**config.mk**
```make
export PLATFORM = sky130hd
export DESIGN_NAME = panel_meter_ctl
export DESIGN_NICKNAME = d
export VERILOG_FILES = /design/src/panel_ctl_pkg.sv /design/src/panel_meter_ctl.sv
export VERILOG_INCLUDE_DIRS = /design/src /design/src/src
export SDC_FILE = /design/constraint.sdc
export NUM_CORES = 1
export LEC_CHECK = 0
export BUFFER_PORTS_ARGS = -buffer_cell sky130_fd_sc_hd__buf_2
export CORE_MARGIN = 10
export CORE_UTILIZATION = 54
export CTS_CLUSTER_SIZE = 20
export DETAILED_ROUTE_END_ITERATION = 8
export PLACE_DENSITY = 0.7
export SLEW_MARGIN = 15
export SYNTH_ARGS = -nofsm -noshare
export SYNTH_HDL_FRONTEND = slang
export SYNTH_SLANG_ARGS = --single-unit
```
**constraint.sdc**
```tcl
create_clock -name clk_i -period 5.3 [get_ports clk_i]
set_input_delay 0.795 -clock clk_i [delete_from_list [all_inputs] [get_ports clk_i]]
set_output_delay 0.795 -clock clk_i [all_outputs]
set_load 0.05 [all_outputs]
```
**src/panel_ctl_defs.svh**
```systemverilog
// constants for the panel meter control line and message logic
`ifndef PANEL_CTL_DEFS_SVH
`define PANEL_CTL_DEFS_SVH

`define ADR_CTRL          4'h0
`define ADR_STATUS        4'h1
`define ADR_LIVE          4'h2
`define ADR_SHOWN         4'h3
`define ADR_HIGH          4'h4
`define ADR_LOW           4'h5
`define ADR_ACTION        4'h6
`define ADR_FAULTS        4'h7

`define CTRL_RESET_SCOPE  0
`define CTRL_PRINT_EN     1
`define CTRL_ALARM_CLR_EN 2
`define CTRL_RESET_VAL    3'h0

`define ACT_CFG_REQ       0
`define ACT_SETUP_REQ     1
`define ACT_CHANGED       2

`define DISP_MAX          24'hF423F
`define DEBOUNCE_NS       5000000
`define CLK_NS            10
`define DEBOUNCE_CYC      ((`DEBOUNCE_NS + `CLK_NS - 1) / `CLK_NS)
`define FLASH_NS          250000000
`define FLASH_CYC         (`FLASH_NS / `CLK_NS)
`define MSG_NS            1000000000
`define MSG_CYC           (`MSG_NS / `CLK_NS)
`define BAUD_CYC          16'd10417

`endif

```
**src/panel_ctl_pkg.sv**
```systemverilog
// types for the panel meter control line and message logic
package panel_ctl_pkg;
    typedef enum logic [15:0] {
        MSG_NONE    = 16'h0001,
        MSG_NINES   = 16'h0002,
        MSG_OFS_OVF = 16'h0004,
        MSG_SP_OVF  = 16'h0008,
        MSG_STORED  = 16'h0010,
        MSG_NOSTOR  = 16'h0020,
        MSG_OVLD    = 16'h0040,
        MSG_POPEN   = 16'h0080,
        MSG_NOPEN   = 16'h0100,
        MSG_IOVSC   = 16'h0200,
        MSG_ROVSC   = 16'h0400,
        MSG_CBOVF   = 16'h0800,
        MSG_UOMOVF  = 16'h1000,
        MSG_SERIAL  = 16'h2000,
        MSG_HRESET  = 16'h4000
    } msg_t;
    typedef enum logic [2:0] {
        TX_IDLE = 3'b001,
        TX_SEND = 3'b010,
        TX_GAP  = 3'b100
    } tx_state_t;
endpackage : panel_ctl_pkg

```
**src/panel_meter_ctl.sv**
```systemverilog
// panel meter control lines, status messages and register slave
// Functional notes
// peak line low shows flashing highest reading
// valley line low shows flashing lowest reading
// reset line: hard reset or peak/valley clear
// hold freezes display, other outputs keep updating; here the peak/valley view and the all-nines value still override hold
// lockout blocks config, storage, setup entry
// print line starts serial printout when enabled
// print line clears alarm latches when enabled
// aux serial uses RS-232 framing at CMOS
// four open-collector setpoint and alarm outputs
// active decimal overflow flashes all nines
// offset overflow flashes offset error
// setpoint overflow flashes briefly, back to run
// shown magnitude clamped to six nines
// changed parameter flashes stored/not-stored, then advances
// submenu confirmation only on menu advance
// over range flashes positive overload
// open sensor with jumper flashes positive open
// under range with jumper flashes negative open
// input scaling overflow flashes input overscale
// reading scaling overflow flashes reading overscale
// rounding step overflow flashes count-by overflow
// unit suffix overflow flashes unit overflow
// input overscale outranks reading overscale
// config while serial busy shows busy, refused
// control lines active low, synced, debounced
// single message by fixed priority
//
// Chosen here: the address map and the Wishbone slave port.
`timescale 1ns/100ps
`include "panel_ctl_defs.svh"

module panel_meter_ctl #(
    parameter int DEBOUNCE = `DEBOUNCE_CYC,
    parameter int FLASH    = `FLASH_CYC,
    parameter int MSG_TIME = `MSG_CYC,
    parameter int BAUD     = `BAUD_CYC
) (
    input  wire logic        clk_i,            // 100 MHz clock
    input  wire logic        rst_i,            // sync reset, active high
    input  wire logic [3:0]  wb_adr_i,         // word address
    input  wire logic [31:0] wb_dat_i,         // write data
    output logic      [31:0] wb_dat_o,         // read data
    input  wire logic        wb_we_i,          // write enable
    input  wire logic [3:0]  wb_sel_i,         // byte selects
    input  wire logic        wb_cyc_i,         // cycle
    input  wire logic        wb_stb_i,         // strobe
    output logic             wb_ack_o,         // acknowledge
    input  wire logic        peak_sel_n_i,     // peak select pin, low active
    input  wire logic        valley_sel_n_i,   // valley select pin, low active
    input  wire logic        ext_reset_n_i,    // reset pin, low active
    input  wire logic        hold_n_i,         // display hold pin, low active
    input  wire logic        lockout_n_i,      // lockout pin, low active
    input  wire logic        print_n_i,        // print/alarm reset pin, low active
    input  wire logic        aux_rx_i,         // aux serial receive pin
    output logic             aux_tx_o,         // aux serial transmit pin
    input  wire logic        sample_valid_i,   // new reading strobe
    input  wire logic [23:0] sample_i,         // live magnitude
    input  wire logic [3:0]  sp_trip_i,        // setpoint comparator states
    input  wire logic [3:0]  alarm_latching_i, // latch enable per output
    input  wire logic        serial_busy_i,    // serial port communicating
    input  wire logic        in_setup_i,       // meter in setup mode
    input  wire logic        in_submenu_i,     // inside a submenu
    input  wire logic        menu_advance_i,   // menu pressed to next item
    input  wire logic        store_ok_i,       // nonvolatile write succeeded
    output logic             setpoint_one_output_oe_o,  // low-side drive sp1
    output logic             setpoint_two_output_oe_o,  // low-side drive sp2
    output logic             first_alarm_output_oe_o,   // low-side drive al1
    output logic             second_alarm_output_oe_o,  // low-side drive al2
    output logic [23:0]      disp_value_o,     // value on display
    output logic             disp_blank_o,     // flash phase blanking
    output panel_ctl_pkg::msg_t disp_msg_o,    // message on display
    output logic             hard_reset_o,     // full meter reset pulse
    output logic             enter_setup_o,    // setup entry granted pulse
    output logic             cfg_apply_o,      // config change granted pulse
    output logic             print_start_o     // printout started pulse
);
    import panel_ctl_pkg::*;

    localparam int NPIN = 6;
    localparam int PK = 0, VL = 1, RS = 2, HD = 3, LK = 4, PR = 5;

    typedef struct packed {
        logic [NPIN-1:0] s1, s2, act;
        logic [NPIN-1:0][22:0] deb;
        logic [2:0]  ctrl;
        logic [8:0]  faults;
        logic [23:0] live, high, low, shown;
        logic [3:0]  latch, sp_out;
        logic [27:0] flash_cnt;
        logic        flash_ph;
        msg_t        tmsg;
        logic [29:0] tmsg_cnt;
        logic        blank;
        msg_t        msg;
        logic        ack;
        logic [31:0] rdat;
        logic        hres, setup, apply, prn;
        tx_state_t   tx;
        logic [9:0]  txsh;
        logic [3:0]  txbit;
        logic [15:0] txcnt;
        logic        txo;
        logic        rx1, rx2;
    } st_t;

    st_t st_r, st_nxt;

    function automatic logic [23:0] clamp(input logic [23:0] v);
        // display limited to six digits
        clamp = (v > `DISP_MAX) ? 24'(`DISP_MAX) : v;
    endfunction : clamp

    logic [NPIN-1:0] pins;
    assign pins = {print_n_i, lockout_n_i, hold_n_i, ext_reset_n_i, valley_sel_n_i, peak_sel_n_i};

    always_comb begin
        logic [NPIN-1:0] rise;
        logic [3:0]      word_sel;
        logic            wr, cfg_req, setup_req;
        st_nxt    = st_r;
        rise      = '0;
        cfg_req   = 1'b0;
        setup_req = 1'b0;
        wr        = wb_cyc_i && wb_stb_i && wb_we_i && !st_r.ack;
        word_sel  = wb_sel_i;
        st_nxt.hres  = 1'b0;
        st_nxt.setup = 1'b0;
        st_nxt.apply = 1'b0;
        st_nxt.prn   = 1'b0;
        st_nxt.rx1   = aux_rx_i;
        st_nxt.rx2   = st_r.rx1;
        // invert, sync, debounce
        for (int i = 0; i < NPIN; i++) begin
            st_nxt.s1[i] = ~pins[i];
            st_nxt.s2[i] = st_r.s1[i];
            if (st_r.s2[i] == st_r.act[i]) begin
                st_nxt.deb[i] = '0;
            end else if (st_r.deb[i] >= 23'(DEBOUNCE - 1)) begin
                st_nxt.deb[i] = '0;
                st_nxt.act[i] = st_r.s2[i];
                rise[i]       = st_r.s2[i];
            end else begin
                st_nxt.deb[i] = st_r.deb[i] + 23'd1;
            end
        end
        if (st_r.flash_cnt >= 28'(FLASH - 1)) begin
            st_nxt.flash_cnt = '0;
            st_nxt.flash_ph  = ~st_r.flash_ph;
        end else begin
            st_nxt.flash_cnt = st_r.flash_cnt + 28'd1;
        end
        // peak/valley tracking continues under hold
        if (sample_valid_i) begin
            st_nxt.live = clamp(sample_i);
            if (clamp(sample_i) > st_r.high) st_nxt.high = clamp(sample_i);
            if (clamp(sample_i) < st_r.low) st_nxt.low = clamp(sample_i);
        end
        // reset scope select
        if (rise[RS]) begin
            if (st_r.ctrl[`CTRL_RESET_SCOPE]) begin
                st_nxt.high = '0;
                st_nxt.low  = 24'(`DISP_MAX);
            end else begin
                st_nxt.hres = 1'b1;
            end
        end
        // latched setpoint and alarm drive
        for (int j = 0; j < 4; j++) begin
            if (sp_trip_i[j] && alarm_latching_i[j]) st_nxt.latch[j] = 1'b1;
        end
        // line alarm clear; a trip in the same cycle wins
        if (rise[PR] && st_r.ctrl[`CTRL_ALARM_CLR_EN]) begin
            st_nxt.latch = sp_trip_i & alarm_latching_i;
        end
        st_nxt.sp_out = sp_trip_i | st_nxt.latch;
        // print on line
        if (rise[PR] && st_r.ctrl[`CTRL_PRINT_EN] && st_r.tx == TX_IDLE) begin
            st_nxt.prn = 1'b1;
        end
        // register bus
        st_nxt.ack = wb_cyc_i && wb_stb_i && !st_r.ack;
        if (wr && word_sel[0]) begin
            unique case (wb_adr_i)
                `ADR_CTRL:   st_nxt.ctrl = wb_dat_i[2:0];
                `ADR_FAULTS: st_nxt.faults = wb_dat_i[8:0];
                `ADR_ACTION: begin
                    cfg_req   = wb_dat_i[`ACT_CFG_REQ];
                    setup_req = wb_dat_i[`ACT_SETUP_REQ];
                end
                default: ;
            endcase
        end
        unique case (wb_adr_i)
            `ADR_CTRL:   st_nxt.rdat = {29'h0, st_r.ctrl};
            `ADR_STATUS: st_nxt.rdat = {16'h0, st_r.msg != MSG_NONE,
                                        3'h0, st_r.latch, 2'h0, st_r.act};
            `ADR_LIVE:   st_nxt.rdat = {8'h0, st_r.live};
            `ADR_SHOWN:  st_nxt.rdat = {8'h0, st_r.shown};
            `ADR_HIGH:   st_nxt.rdat = {8'h0, st_r.high};
            `ADR_LOW:    st_nxt.rdat = {8'h0, st_r.low};
            `ADR_FAULTS: st_nxt.rdat = {23'h0, st_r.faults};
            default:     st_nxt.rdat = 32'h0;
        endcase
        // lockout and serial busy gate config
        if (cfg_req) begin
            if (serial_busy_i) begin
                st_nxt.tmsg     = MSG_SERIAL;
                st_nxt.tmsg_cnt = 30'(MSG_TIME);
            end else if (!st_r.act[LK]) begin
                st_nxt.apply = 1'b1;
            end
        end
        // no setup entry under lockout
        if (setup_req && !in_setup_i && !st_r.act[LK]) st_nxt.setup = 1'b1;
        // confirmation only on menu advance
        if (menu_advance_i && in_setup_i && wr && wb_adr_i == `ADR_ACTION && wb_dat_i[`ACT_CHANGED]) begin
            st_nxt.tmsg     = (store_ok_i && !st_r.act[LK]) ? MSG_STORED : MSG_NOSTOR;
            st_nxt.tmsg_cnt = 30'(MSG_TIME);
        end else if (menu_advance_i && !in_submenu_i && st_r.tmsg == MSG_NONE && in_setup_i) begin
            st_nxt.tmsg     = (store_ok_i && !st_r.act[LK]) ? MSG_STORED : MSG_NOSTOR;
            st_nxt.tmsg_cnt = 30'(MSG_TIME);
        end
        // setpoint overflow message times out to run
        if (st_r.faults[2] && st_r.tmsg == MSG_NONE) begin
            st_nxt.tmsg     = MSG_SP_OVF;
            st_nxt.tmsg_cnt = 30'(MSG_TIME);
            st_nxt.faults[2] = wr && word_sel[0] && wb_adr_i == `ADR_FAULTS && wb_dat_i[2];
        end
        if (st_r.tmsg != MSG_NONE) begin
            if (st_r.tmsg_cnt == 30'h0) st_nxt.tmsg = MSG_NONE;
            else st_nxt.tmsg_cnt = st_r.tmsg_cnt - 30'd1;
        end
        if (st_r.hres) begin
            st_nxt.tmsg     = MSG_HRESET;
            st_nxt.tmsg_cnt = 30'(MSG_TIME);
        end
        // priority
        if (st_r.tmsg != MSG_NONE)  st_nxt.msg = st_r.tmsg;
        else if (st_r.faults[7])    st_nxt.msg = MSG_OVLD;
        else if (st_r.faults[6])    st_nxt.msg = MSG_POPEN;
        else if (st_r.faults[5])    st_nxt.msg = MSG_NOPEN;
        else if (st_r.faults[4])    st_nxt.msg = MSG_IOVSC;
        else if (st_r.faults[3])    st_nxt.msg = MSG_ROVSC;
        else if (st_r.faults[1])    st_nxt.msg = MSG_CBOVF;
        else if (st_r.faults[8])    st_nxt.msg = MSG_OFS_OVF;
        else if (st_r.faults[0])    st_nxt.msg = MSG_UOMOVF;
        else if (sample_valid_i ? (sample_i > `DISP_MAX) : (st_r.msg == MSG_NINES)) st_nxt.msg = MSG_NINES;
        else                        st_nxt.msg = MSG_NONE;
        // peak/valley view; hold freezes; clamp
        if (st_r.act[PK])               st_nxt.shown = st_r.high;
        else if (st_r.act[VL])          st_nxt.shown = st_r.low;
        else if (st_r.msg == MSG_NINES) st_nxt.shown = 24'(`DISP_MAX);
        else if (!st_r.act[HD])         st_nxt.shown = st_r.live;
        st_nxt.blank = (st_r.act[PK] || st_r.act[VL] || st_r.msg != MSG_NONE) && st_r.flash_ph;
        // print frame: start, 8 data lsb first, stop
        unique case (st_r.tx)
            TX_IDLE: begin
                st_nxt.txo = 1'b1;
                if (st_r.prn) begin
                    st_nxt.tx    = TX_SEND;
                    st_nxt.txsh  = {1'b1, st_r.shown[7:0], 1'b0};
                    st_nxt.txbit = 4'h0;
                    st_nxt.txcnt = '0;
                end
            end
            TX_SEND: begin
                st_nxt.txo = st_r.txsh[0];
                if (st_r.txcnt >= 16'(BAUD - 1)) begin
                    st_nxt.txcnt = '0;
                    st_nxt.txsh  = {1'b1, st_r.txsh[9:1]};
                    st_nxt.txbit = st_r.txbit + 4'h1;
                    if (st_r.txbit == 4'h9) st_nxt.tx = TX_GAP;
                end else begin
                    st_nxt.txcnt = st_r.txcnt + 16'd1;
                end
            end
            TX_GAP: begin
                st_nxt.txo = 1'b1;
                st_nxt.tx  = TX_IDLE;
            end
            default: st_nxt.tx = TX_IDLE;
        endcase
    end

    always_ff @(posedge clk_i) begin
        if (rst_i) begin
            st_r        <= '0;
            st_r.ctrl   <= `CTRL_RESET_VAL;
            st_r.low    <= 24'(`DISP_MAX);
            st_r.tmsg   <= MSG_NONE;
            st_r.msg    <= MSG_NONE;
            st_r.tx     <= TX_IDLE;
            st_r.txo    <= 1'b1;
            st_r.txsh   <= 10'h3FF;
        end else begin
            st_r <= st_nxt;
        end
    end

    assign wb_dat_o                 = st_r.rdat;
    assign wb_ack_o                 = st_r.ack;
    assign aux_tx_o                 = st_r.txo;
    assign setpoint_one_output_oe_o = st_r.sp_out[0];
    assign setpoint_two_output_oe_o = st_r.sp_out[1];
    assign first_alarm_output_oe_o  = st_r.sp_out[2];
    assign second_alarm_output_oe_o = st_r.sp_out[3];
    assign disp_value_o             = st_r.shown;
    assign disp_blank_o             = st_r.blank;
    assign disp_msg_o               = st_r.msg;
    assign hard_reset_o             = st_r.hres;
    assign enter_setup_o            = st_r.setup;
    assign cfg_apply_o              = st_r.apply;
    assign print_start_o            = st_r.prn;
endmodule : panel_meter_ctl

```
Word-level counts from Yosys, hierarchy flattened
Cells that the tools add are included.

Flip-flop bits (word level): 435. Bits in latches: 0. Memory bits (writable): 0. Bits in read-only memories: 0. Output and inout bits: 83. Logic and storage cells: 225. Memories: 0.

Add/sub/neg operators: 10. $mul: 0. Divide/modulo/power cells: 0. Magnitude comparators: 11. Equality and inequality tests: 25. Shift-type cells: 0. Muxes and demuxes: 59. Bitwise logic cells: 17. Reduce and logical (&&, ||, !) cells: 61.

Operator list (number): $mux W46 (6); $mux W24 (7); $pmux W24 S7 (1); $mux W48 (3); $add A23 B1 Y23 const B (6); $ge A23 B19 Y1 const B (6); $mux W13 (8); $pmux W30 S2 (1); $mux W16 (3); $mux W45 (1); $mux W33 (1); $ne A16 B1 Y1 const B (2); $logic_not A30 Y1 (1); $mux W30 (1); $sub A30 B1 Y30 const B (1); $add A28 B1 Y28 const B (1); $ge A28 B25 Y1 const B (1); $logic_and A1 B1 Y1 (26); $gt A24 B20 Y1 const B (1); $gt A24 B24 Y1 (1); $lt A24 B24 Y1 (1); $reduce_or A3 Y1 (7); $reduce_and A2 Y1 (10); $mux W1 (18); other kinds (31) (69).

Longest topological paths before layout
Gate-level depths: netlist of the first run.

Word-level depth: 12. Gate-level depth with buffers: 14. Depth with buffers taken out: 11.

Worst setup path before layout of the first run
Ideal clock, no wire load.

Path kind: input to register. From: input sample_i[21]. To: register st_r[235] (netlist name). Setup time: 0.073 ns. Data arrival time: 4.049 ns. Data required time: 5.227 ns. Slack: 1.178 ns. Stages on the path: 13. Path through: or4_1 > a21oi_1 > clkbuf_1 > and2_1 > ha_1 > nand4_1 > nor4_1 > o311ai_0 > o21ai_0 > o211a_1 > clkbuf_1 > buf_1 > mux2i_1.

Word-level cells in the longest chain between the ends: 7.

RTL lines: from (decl) (line panel_meter_ctl.sv:59) `input wire logic [23:0] sample_i,`; $gt A24 B20 Y1 (no line); $mux W24 (*) (line panel_meter_ctl.sv:112) `` clamp = (v > `DISP_MAX) ? 24'(`DISP_MAX) : v; ``; $gt A24 B24 Y1 (line panel_meter_ctl.sv:157) `if (clamp(sample_i) > st_r.high) st_nxt.high = clamp(sample_i);`; $mux W24 (*) (line panel_meter_ctl.sv:157); $mux W48 (*) (line panel_meter_ctl.sv:155) `if (sample_valid_i) begin`; $mux W48 (line panel_meter_ctl.sv:162) `` if (st_r.ctrl[`CTRL_RESET_SCOPE]) begin ``; $mux W48 (*) (line panel_meter_ctl.sv:161) `if (rise[RS]) begin`; to (signal assigned) (line panel_meter_ctl.sv:298) `st_r <= st_nxt;`; to (decl) (line panel_meter_ctl.sv:108) `st_t st_r, st_nxt;`.

Mark *: on every way between the ends. The rest lies on a longest branch, timed or not. A chain may end at the register's enable or synchronous reset.

Worst setup path in the final report of the first run
From: input sample_i[21]. To: register st_r[217] (netlist name).

Word-level cells in the longest chain between the ends: 7.

RTL lines: $gt A24 B20 Y1 (no line); $mux W24 (*) (line panel_meter_ctl.sv:112); $lt A24 B24 Y1 (line panel_meter_ctl.sv:158) `if (clamp(sample_i) < st_r.low) st_nxt.low = clamp(sample_i);`; $mux W24 (*) (line panel_meter_ctl.sv:158); $mux W48 (*) (line panel_meter_ctl.sv:155); $mux W48 (line panel_meter_ctl.sv:162); $mux W48 (*) (line panel_meter_ctl.sv:161).

Marked as above.

==> results.py, run 1 <==
metrics = {
    "status": {
        "status": "completed",
    },
    "power_and_ir_drop": {
        "p_sw_mw": 1.835,
        "clkPwrFrac": 0.423,
        "power.density_mw_per_mm2": 333.5,
        "p_sw_frac": 0.2572,
        "p_seq_frac": 0.474,
        "ir_drop_uv": 307.4,
        "leakage_nw": 8.497,
        "combPwrFrac": 0.103,
        "p_int_mw": 5.301,
    },
    "hold_path": {
        "worstHoldEndpoint": "st_nxt[427]",
        "hp-start": "ext_reset_n_i",
        "whs_path_depth": 2,
        "hold_path_class": "in2reg",
    },
    "cells_and_area": {
        "finalCoreUtilization": 0.6045,
        "final_cell_mix": "dfxtp_1 (426), nor2_1 (326), nand2_1 (173)",
        "antenna_cells": 0,
        "instances_no_fill": 2779,
        "syn_to_final_growth_pct": 10.87,
        "multi_input_area_mm2": 0.009729,
        "layout-drive-gt1-share": 0.1135,
        "nets": 2440,
        "regArea_mm2": 0.008528,
        "layout_commonest_cell": "dfxtp_1",
        "num-fill-cells": 3113,
    },
    "drt": {
        "dr.first_iter.drc_count": 1285,
        "routed_wl_um": 49190,
        "routed_via_density": 5.751,
        "routedWlPerCell_um": 17.70,
        "drtAntennaViolNets": 0,
        "drt_first_pass_iters": 7,
        "vias": 15982,
        "drc_errors": 0,
    },
    "logic_synthesis": {
        "synthFlopType": "dfxtp_1",
        "ys_seq_area_frac": 0.4419,
        "yosys.area.top_type": "dfxtp_1",
        "synth.avg_cell_area_um2": 8.744,
        "synthCells": 2207,
        "synth.distinct_cells": 78,
        "async_flop_share": 0,
        "synth-edff-count": 0,
        "yosysWarnings": 0,
        "synth_top_area_frac": 0.4419,
        "ys_ff_latch": 426,
        "synth_area_mm2": 0.01930,
        "ys_top_cells_by_area": "dfxtp_1 (44%), nor2_1 (6.4%), ha_1 (3.8%)",
    },
    "grt": {
        "antenna_found_initial": 1,
        "grt_usage": 0.2167,
        "overflow": 0,
        "grt_pass1_vias": 15334,
        "grt_pass1_wl_um": 79130,
        "grt_max_degree": 61,
    },
    "critical_path": {
        "critPathArrivalTime_ns": 4.58,
        "start_kind": "input port",
        "critPathBufInv": 3,
        "reg2regPathDepth": 7,
        "r2r_end": "st_r[207]",
        "critPathRequiredTime_ns": 5.76,
        "ff2ff_setup_slack_ns": 2.14,
        "path_class": "in2reg",
        "crit_chain": "buf_2, or4_1, a21oi_1, buf_4, nand2b_1, ha_1, or4_1, a21oi_1, o21ai_0, a2111oi_0, nand2_1, buf_4, and3_1",
        "path_max_fanout": 19,
        "timing.rr.start": "st_r[339]",
        "crit_family": "simple AND/OR/NAND/NOR gates",
        "endpoint_kind": "flip-flop",
        "max_stage_delay_ns": 0.61,
        "slowest_stage": "or4_1",
    },
    "sta": {
        "clock_skew_ns": 0.01672,
        "hold_violations": 0,
        "period_needed_ns": 4.126,
        "rsz0062_at_grt": "false",
        "finalCritPeriodShare": 0.7785,
        "relSlewSlack": 0.2455,
        "fin_setup_tns_ns": 0,
        "setup-violations-final": 0,
        "fmax_ghz": 0.2424,
        "tightest_slew_ns": 1.132,
        "maxSlewViolCount": 0,
    },
    "floorplan": {
        "core.rowCount": 69,
        "initial_core_util": 0.5452,
        "pin_count": 173,
        "die-area_mm2": 0.04370,
        "fp.dieH_um": 209.0,
        "core_area_mm2": 0.03540,
        "die_x_um": 209.0,
    },
    "clock_network": {
        "htree_levels": 2,
        "cts_setup_buffers": 0,
        "root_buffer": "clkbuf_16",
        "path_clk_slew_ns": 0.06,
        "holdBufCountCts": 0,
        "cts_buffers": 45,
        "clockBufferDepth": 3,
        "ctsResizeCount": 0,
        "clkLatencyLatePin_ns": 0.58,
        "cts_tree": "yes",
        "cts_sinks": 426,
    },
    "place": {
        "io_buffers": 137,
        "gp_congestion": 0.8996,
        "hpwlAfterDp_um": 34700,
        "dp.cells": 2705,
    },
    "job": {
        "drv_cap": 0,
    },
}
## cells in the mapped netlist, types with 6 or more instances
master,count
dfxtp_1,426
nor2_1,327
nand2_1,173
a21oi_1,103
inv_1,81
nand3_1,81
xor2_1,78
buf_4,75
clkbuf_1,75
mux2i_1,69
xnor2_1,63
ha_1,59
nor3_1,50
a22oi_1,47
nand4_1,47
o21ai_0,47
and3_1,45
and2_1,28
a31oi_1,25
nor4_1,20
nand2b_1,18
nor2b_1,17
or3_1,17
o22ai_1,15
a211oi_1,14
or4_1,14
mux2_2,13
o221ai_1,13
a222oi_1,12
and4_1,12
a21o_1,11
a311oi_1,10
buf_1,9
o211ai_1,9
o21a_1,6
o31ai_1,6
## area by class of cell
class,count,share of cell area
timing repair buffer,159,0.04047
inverter,82,0.01439
clock buffer,64,0.06064
clock inverter,10,0.004269
tap,461,0.02696
sequential,426,0.3986
multi-input combinational,1577,0.4547
## power groups by stage
stage,logic (mW),clock network [mW],registers (mW)
after floorplan,0.562,0,3.43
after global placement,0.704,0,3.45
after detailed placement,0.718,0,3.45
after CTS,0.722,3.06,3.38
after global routing,0.807,3.21,3.39
final,0.734,3.02,3.39
## routing by layer
layer  GRT usage  up-vias  routed length [um]
li1            -     7807                   -
met1      0.2806     7583               21700
met2      0.3514      502               22890
met3     0.03982       90                3100
met4     0.08335        0                1505
met5           0        -                   0
## sequential cells by signal, indices dropped and copies added (netlist names)
signal,flops
wb_dat_o,24
st_r,345
disp_msg_o,16
st_nxt,6
enter_setup_o,1
disp_value_o,24
wb_ack_o,1
first_alarm_output_oe_o,1
print_start_o,1
cfg_apply_o,1
setpoint_two_output_oe_o,1
disp_blank_o,1
setpoint_one_output_oe_o,1
hard_reset_o,1
aux_tx_o,1
second_alarm_output_oe_o,1
## stage by stage
stage	hold slack (ns)	setup slack, ns	power, mW	area [um^2]
after floorplan	0.4129	1.178	3.993	19460
after CTS	0.3509	1.234	7.167	21390
after detailed placement	0.4244	0.6375	4.171	20000
after global routing	0.3598	0.8644	7.414	21400
final	0.3745	1.174	7.136	21400
after global placement	0.4208	0.7492	4.151	20000
## worst max path at each step
stage,from,endpoint,cells after the start
after floorplan,sample_i[21],st_r[235],13
after global placement,sample_i[21],st_r[219],13
after detailed placement,sample_i[21],st_r[217],13
after CTS,sample_i[21],st_r[217],13
after global routing,sample_i[21],st_r[220],13
final,sample_i[21],st_r[217],13
## kinds of logic (layout without fill, tap and decap cells)
group                      count (synthesis)  after routing  synth area share
AOI/OAI and AO/OA                        368            368            0.1277
xor gates and xnor gates                 141            141           0.06399
adders and majority gates                 59             59           0.03825
buffers and inverters                    246            315           0.06328
DFF                                      426            426            0.4419
muxes                                     82             82           0.04337
other                                      1             43         0.0001943
and+or+nand+nor                          884            884            0.2213
No activity file was read; power rests on OpenSTA's default activity.
==> run 2, diff against run 1 <==
--- a/config.mk
+++ b/config.mk
@@ -6,12 +6,13 @@
 export SDC_FILE = /design/constraint.sdc
 export NUM_CORES = 1
 export LEC_CHECK = 0
+export ABC_AREA = 1
 export BUFFER_PORTS_ARGS = -buffer_cell sky130_fd_sc_hd__buf_2
 export CORE_MARGIN = 10
 export CORE_UTILIZATION = 54
 export CTS_CLUSTER_SIZE = 20
 export DETAILED_ROUTE_END_ITERATION = 8
-export PLACE_DENSITY = 0.7
+export PLACE_DENSITY = 0.73
 export SLEW_MARGIN = 15
 export SYNTH_ARGS = -nofsm -noshare
 export SYNTH_HDL_FRONTEND = slang
==> constraint.sdc (replaced) <==
create_clock -name clk_i -period 3.3 [get_ports clk_i]
set_input_delay 0.495 -clock clk_i [delete_from_list [all_inputs] [get_ports clk_i]]
set_output_delay 0.495 -clock clk_i [all_outputs]
set_load 0.05 [all_outputs]
==> results.py, run 2 <==
metrics = {
    "critical_path": {
        "start_kind": "input port",
        "critPathRequiredTime_ns": 3.75,
        "cpMostUsedCell": "nand2_1",
        "path_class": "in2reg",
        "crit_chain": "buf_2, nor2_1, nand2_1, nand2_1, nand2_1, a21oi_1, nand2_1, buf_4, nor2_1, inv_1, ha_1, nand2_1, nor2_1, nand4_1, nor4_1, nand2_1, nand4_1, nand3_1, buf_4, o21ai_0, nor2_1",
        "slowest_stage": "ha_1",
        "crit_family": "simple AND/OR/NAND/NOR gates",
        "max_stage_delay_ns": 0.29,
        "path_max_fanout": 16,
        "critPathBufInv": 4,
        "critPathArrivalTime_ns": 3.27,
        "endpoint_kind": "flip-flop",
    },
    "power_and_ir_drop": {
        "power.density_mw_per_mm2": 549.9,
        "ir_drop_uv": 405.3,
        "leakage_nw": 9.540,
        "p_seq_frac": 0.441,
        "power_mw": 12.54,
        "p_sw_frac": 0.2707,
        "combPwrFrac": 0.133,
        "p_sw_mw": 3.396,
        "clkPwrFrac": 0.426,
        "p_int_mw": 9.149,
    },
    "clock_network": {
        "ctsResizeCount": 0,
        "root_buffer": "clkbuf_16",
        "htree_levels": 2,
        "cts_setup_buffers": 0,
        "clockBufferDepth": 3,
        "cts_buffers": 45,
        "path_clk_slew_ns": 0.06,
        "clkLatencyLatePin_ns": 0.58,
        "cts_sinks": 426,
        "cts_tree": "yes",
        "holdBufCountCts": 0,
    },
    "cells_and_area": {
        "layout-drive-gt1-share": 0.1375,
        "top_register": "st_r",
        "syn_to_final_growth_pct": 12.83,
        "finalCoreUtilization": 0.6202,
        "nets": 2948,
        "antenna_cells": 0,
        "instances_no_fill": 3297,
        "num-fill-cells": 3247,
        "multi_input_area_mm2": 0.009598,
        "regArea_mm2": 0.008528,
        "layout_commonest_cell": "dfxtp_1",
        "largest_reg_flops": 345,
        "final_cell_mix": "dfxtp_1 (426), nand2_1 (361), inv_1 (345)",
    },
    "logic_synthesis": {
        "yosys.area.top_type": "dfxtp_1",
        "ys_seq_area_frac": 0.4218,
        "synth.distinct_cells": 68,
        "synthFlopType": "dfxtp_1",
        "yosysWarnings": 0,
        "async_flop_share": 0,
        "synth.avg_cell_area_um2": 7.593,
        "ys_top_cells_by_area": "dfxtp_1 (42%), nand2_1 (6.7%), inv_1 (6.4%)",
        "synth-edff-count": 0,
        "synth_top_area_frac": 0.4218,
        "synth_common_cells": "dfxtp_1 (426), nand2_1 (361), inv_1 (345)",
        "yosysMostFrequentCell": "dfxtp_1",
        "synthCells": 2663,
        "ys_ff_latch": 426,
        "synth_area_mm2": 0.02022,
    },
    "drt": {
        "drtAntennaViolNets": 0,
        "drc_errors": 0,
        "vias": 18058,
        "drt-met1-wl_um": 22270,
        "highest_layer": "met4",
        "met2WireLength_um": 24620,
        "routedWlPerCell_um": 15.77,
        "wl_met3_um": 3418,
        "routed_wl_um": 52010,
        "drt_first_pass_iters": 6,
        "dr.first_iter.drc_count": 1477,
        "routed_via_density": 5.477,
    },
    "place": {
        "hpwlAfterDp_um": 37630,
        "gp_congestion": 0.9581,
        "dp.cells": 3220,
        "io_buffers": 137,
    },
    "floorplan": {
        "die-area_mm2": 0.04558,
        "pin_count": 173,
        "core_area_mm2": 0.03679,
        "die_x_um": 213.5,
        "core.rowCount": 70,
        "fp.dieH_um": 213.5,
        "initial_core_util": 0.5497,
    },
    "sta": {
        "hold_violations": 0,
        "tightest_slew_ns": 1.011,
        "fmax_ghz": 0.3543,
        "relSlewSlack": 0.3258,
        "clock_skew_ns": 0.02431,
        "maxSlewViolCount": 0,
        "period_needed_ns": 2.822,
        "rsz0062_at_grt": "false",
        "finalCritPeriodShare": 0.8552,
        "setup-violations-final": 0,
    },
    "grt": {
        "antenna_found_initial": 0,
        "grt_max_degree": 84,
        "grt_pass1_wl_um": 84390,
        "grt_usage": 0.2242,
        "grt_pass1_vias": 17180,
        "overflow": 0,
    },
    "hold_path": {
        "hold_path_class": "in2reg",
    },
    "status": {
        "status": "completed",
    },
    "job": {
        "drv_cap": 0,
    },
}
[run 2: cell types whose count changed in the layout (fill, tap and decap cells not counted), moves of 37 or more]
cell	delta
buf_4	+44
xor2_1	-37
a21oi_1	+76
xnor2_1	-56
mux2i_1	-67
inv_1	+264
o21ai_0	+96
nand2_1	+188
a22oi_1	-47
nand3_1	+49
and3_1	-41
[run 2: kinds of logic (layout without fill, tap and decap cells)]
kind of cell               Yosys count  in the layout  share of synthesized area
buffers and inverters              517            641                     0.1118
xor gates and xnor gates            48             48                    0.02079
other                                1             43                  0.0001855
muxes                                2              2                  0.0009901
DFF                                426            426                     0.4218
and+or+nand+nor                   1120           1120                     0.2647
AOI/OAI and AO/OA                  490            490                     0.1433
adders and majority gates           59             59                    0.03651
[run 2: final timing paths]
kind                            cells after the start  slack [ns]               end     startpoint
worst max-delay path                               21        0.48         st_r[221]   sample_i[10]
worst min-delay path                                2        0.07       st_nxt[429]    lockout_n_i
worst max register to register                      6        0.81  disp_value_o[14]  disp_msg_o[5]
worst min register to register                      2        0.41         st_r[429]    st_nxt[429]
[run 2: area by class of cell]
| type | count | area share |
|---|---|---|
| tap | 468 | 0.02567 |
| inverter | 362 | 0.05956 |
| clock inverter | 15 | 0.01026 |
| multi-input combinational | 1762 | 0.4207 |
| clock buffer | 62 | 0.05841 |
| timing repair buffer | 202 | 0.05156 |
| sequential | 426 | 0.3738 |
[run 2: through the flow]
| step | hold slack, ns | worst slack (ns) | TNS (ns) | cell area [um^2] |
|---|---|---|---|---|
| 3_3_place_gp | 0.3890 | 0.02060 | 0 | 21250 |
| 6_report | 0.06766 | 0.4778 | 0 | 22810 |
| 3_5_place_dp | 0.4007 | -0.06718 | -0.7544 | 21250 |
| 4_1_cts | 0.04206 | 0.5284 | 0 | 22810 |
| 2_1_floorplan | 0.3883 | 0.2254 | 0 | 20380 |
| 5_1_grt | 0.04841 | 0.1454 | 0 | 22810 |
[run 2: power by group through the flow]
stage / clock (mW) / combinational, mW / sequential (mW)
floorplan: 0 / 1.26 / 5.59
global placement: 0 / 1.60 / 5.62
detailed placement: 0 / 1.63 / 5.63
CTS: 5.43 / 1.64 / 5.52
global route: 5.64 / 1.86 / 5.55
finish: 5.35 / 1.67 / 5.53
[run 2: layer usage]
layer | vias to the layer above | GRT usage
li1 | 9027 | -
met1 | 8325 | 0.2803
met2 | 594 | 0.3776
met3 | 112 | 0.04249
met4 | 0 | 0.08311
met5 | - | 0
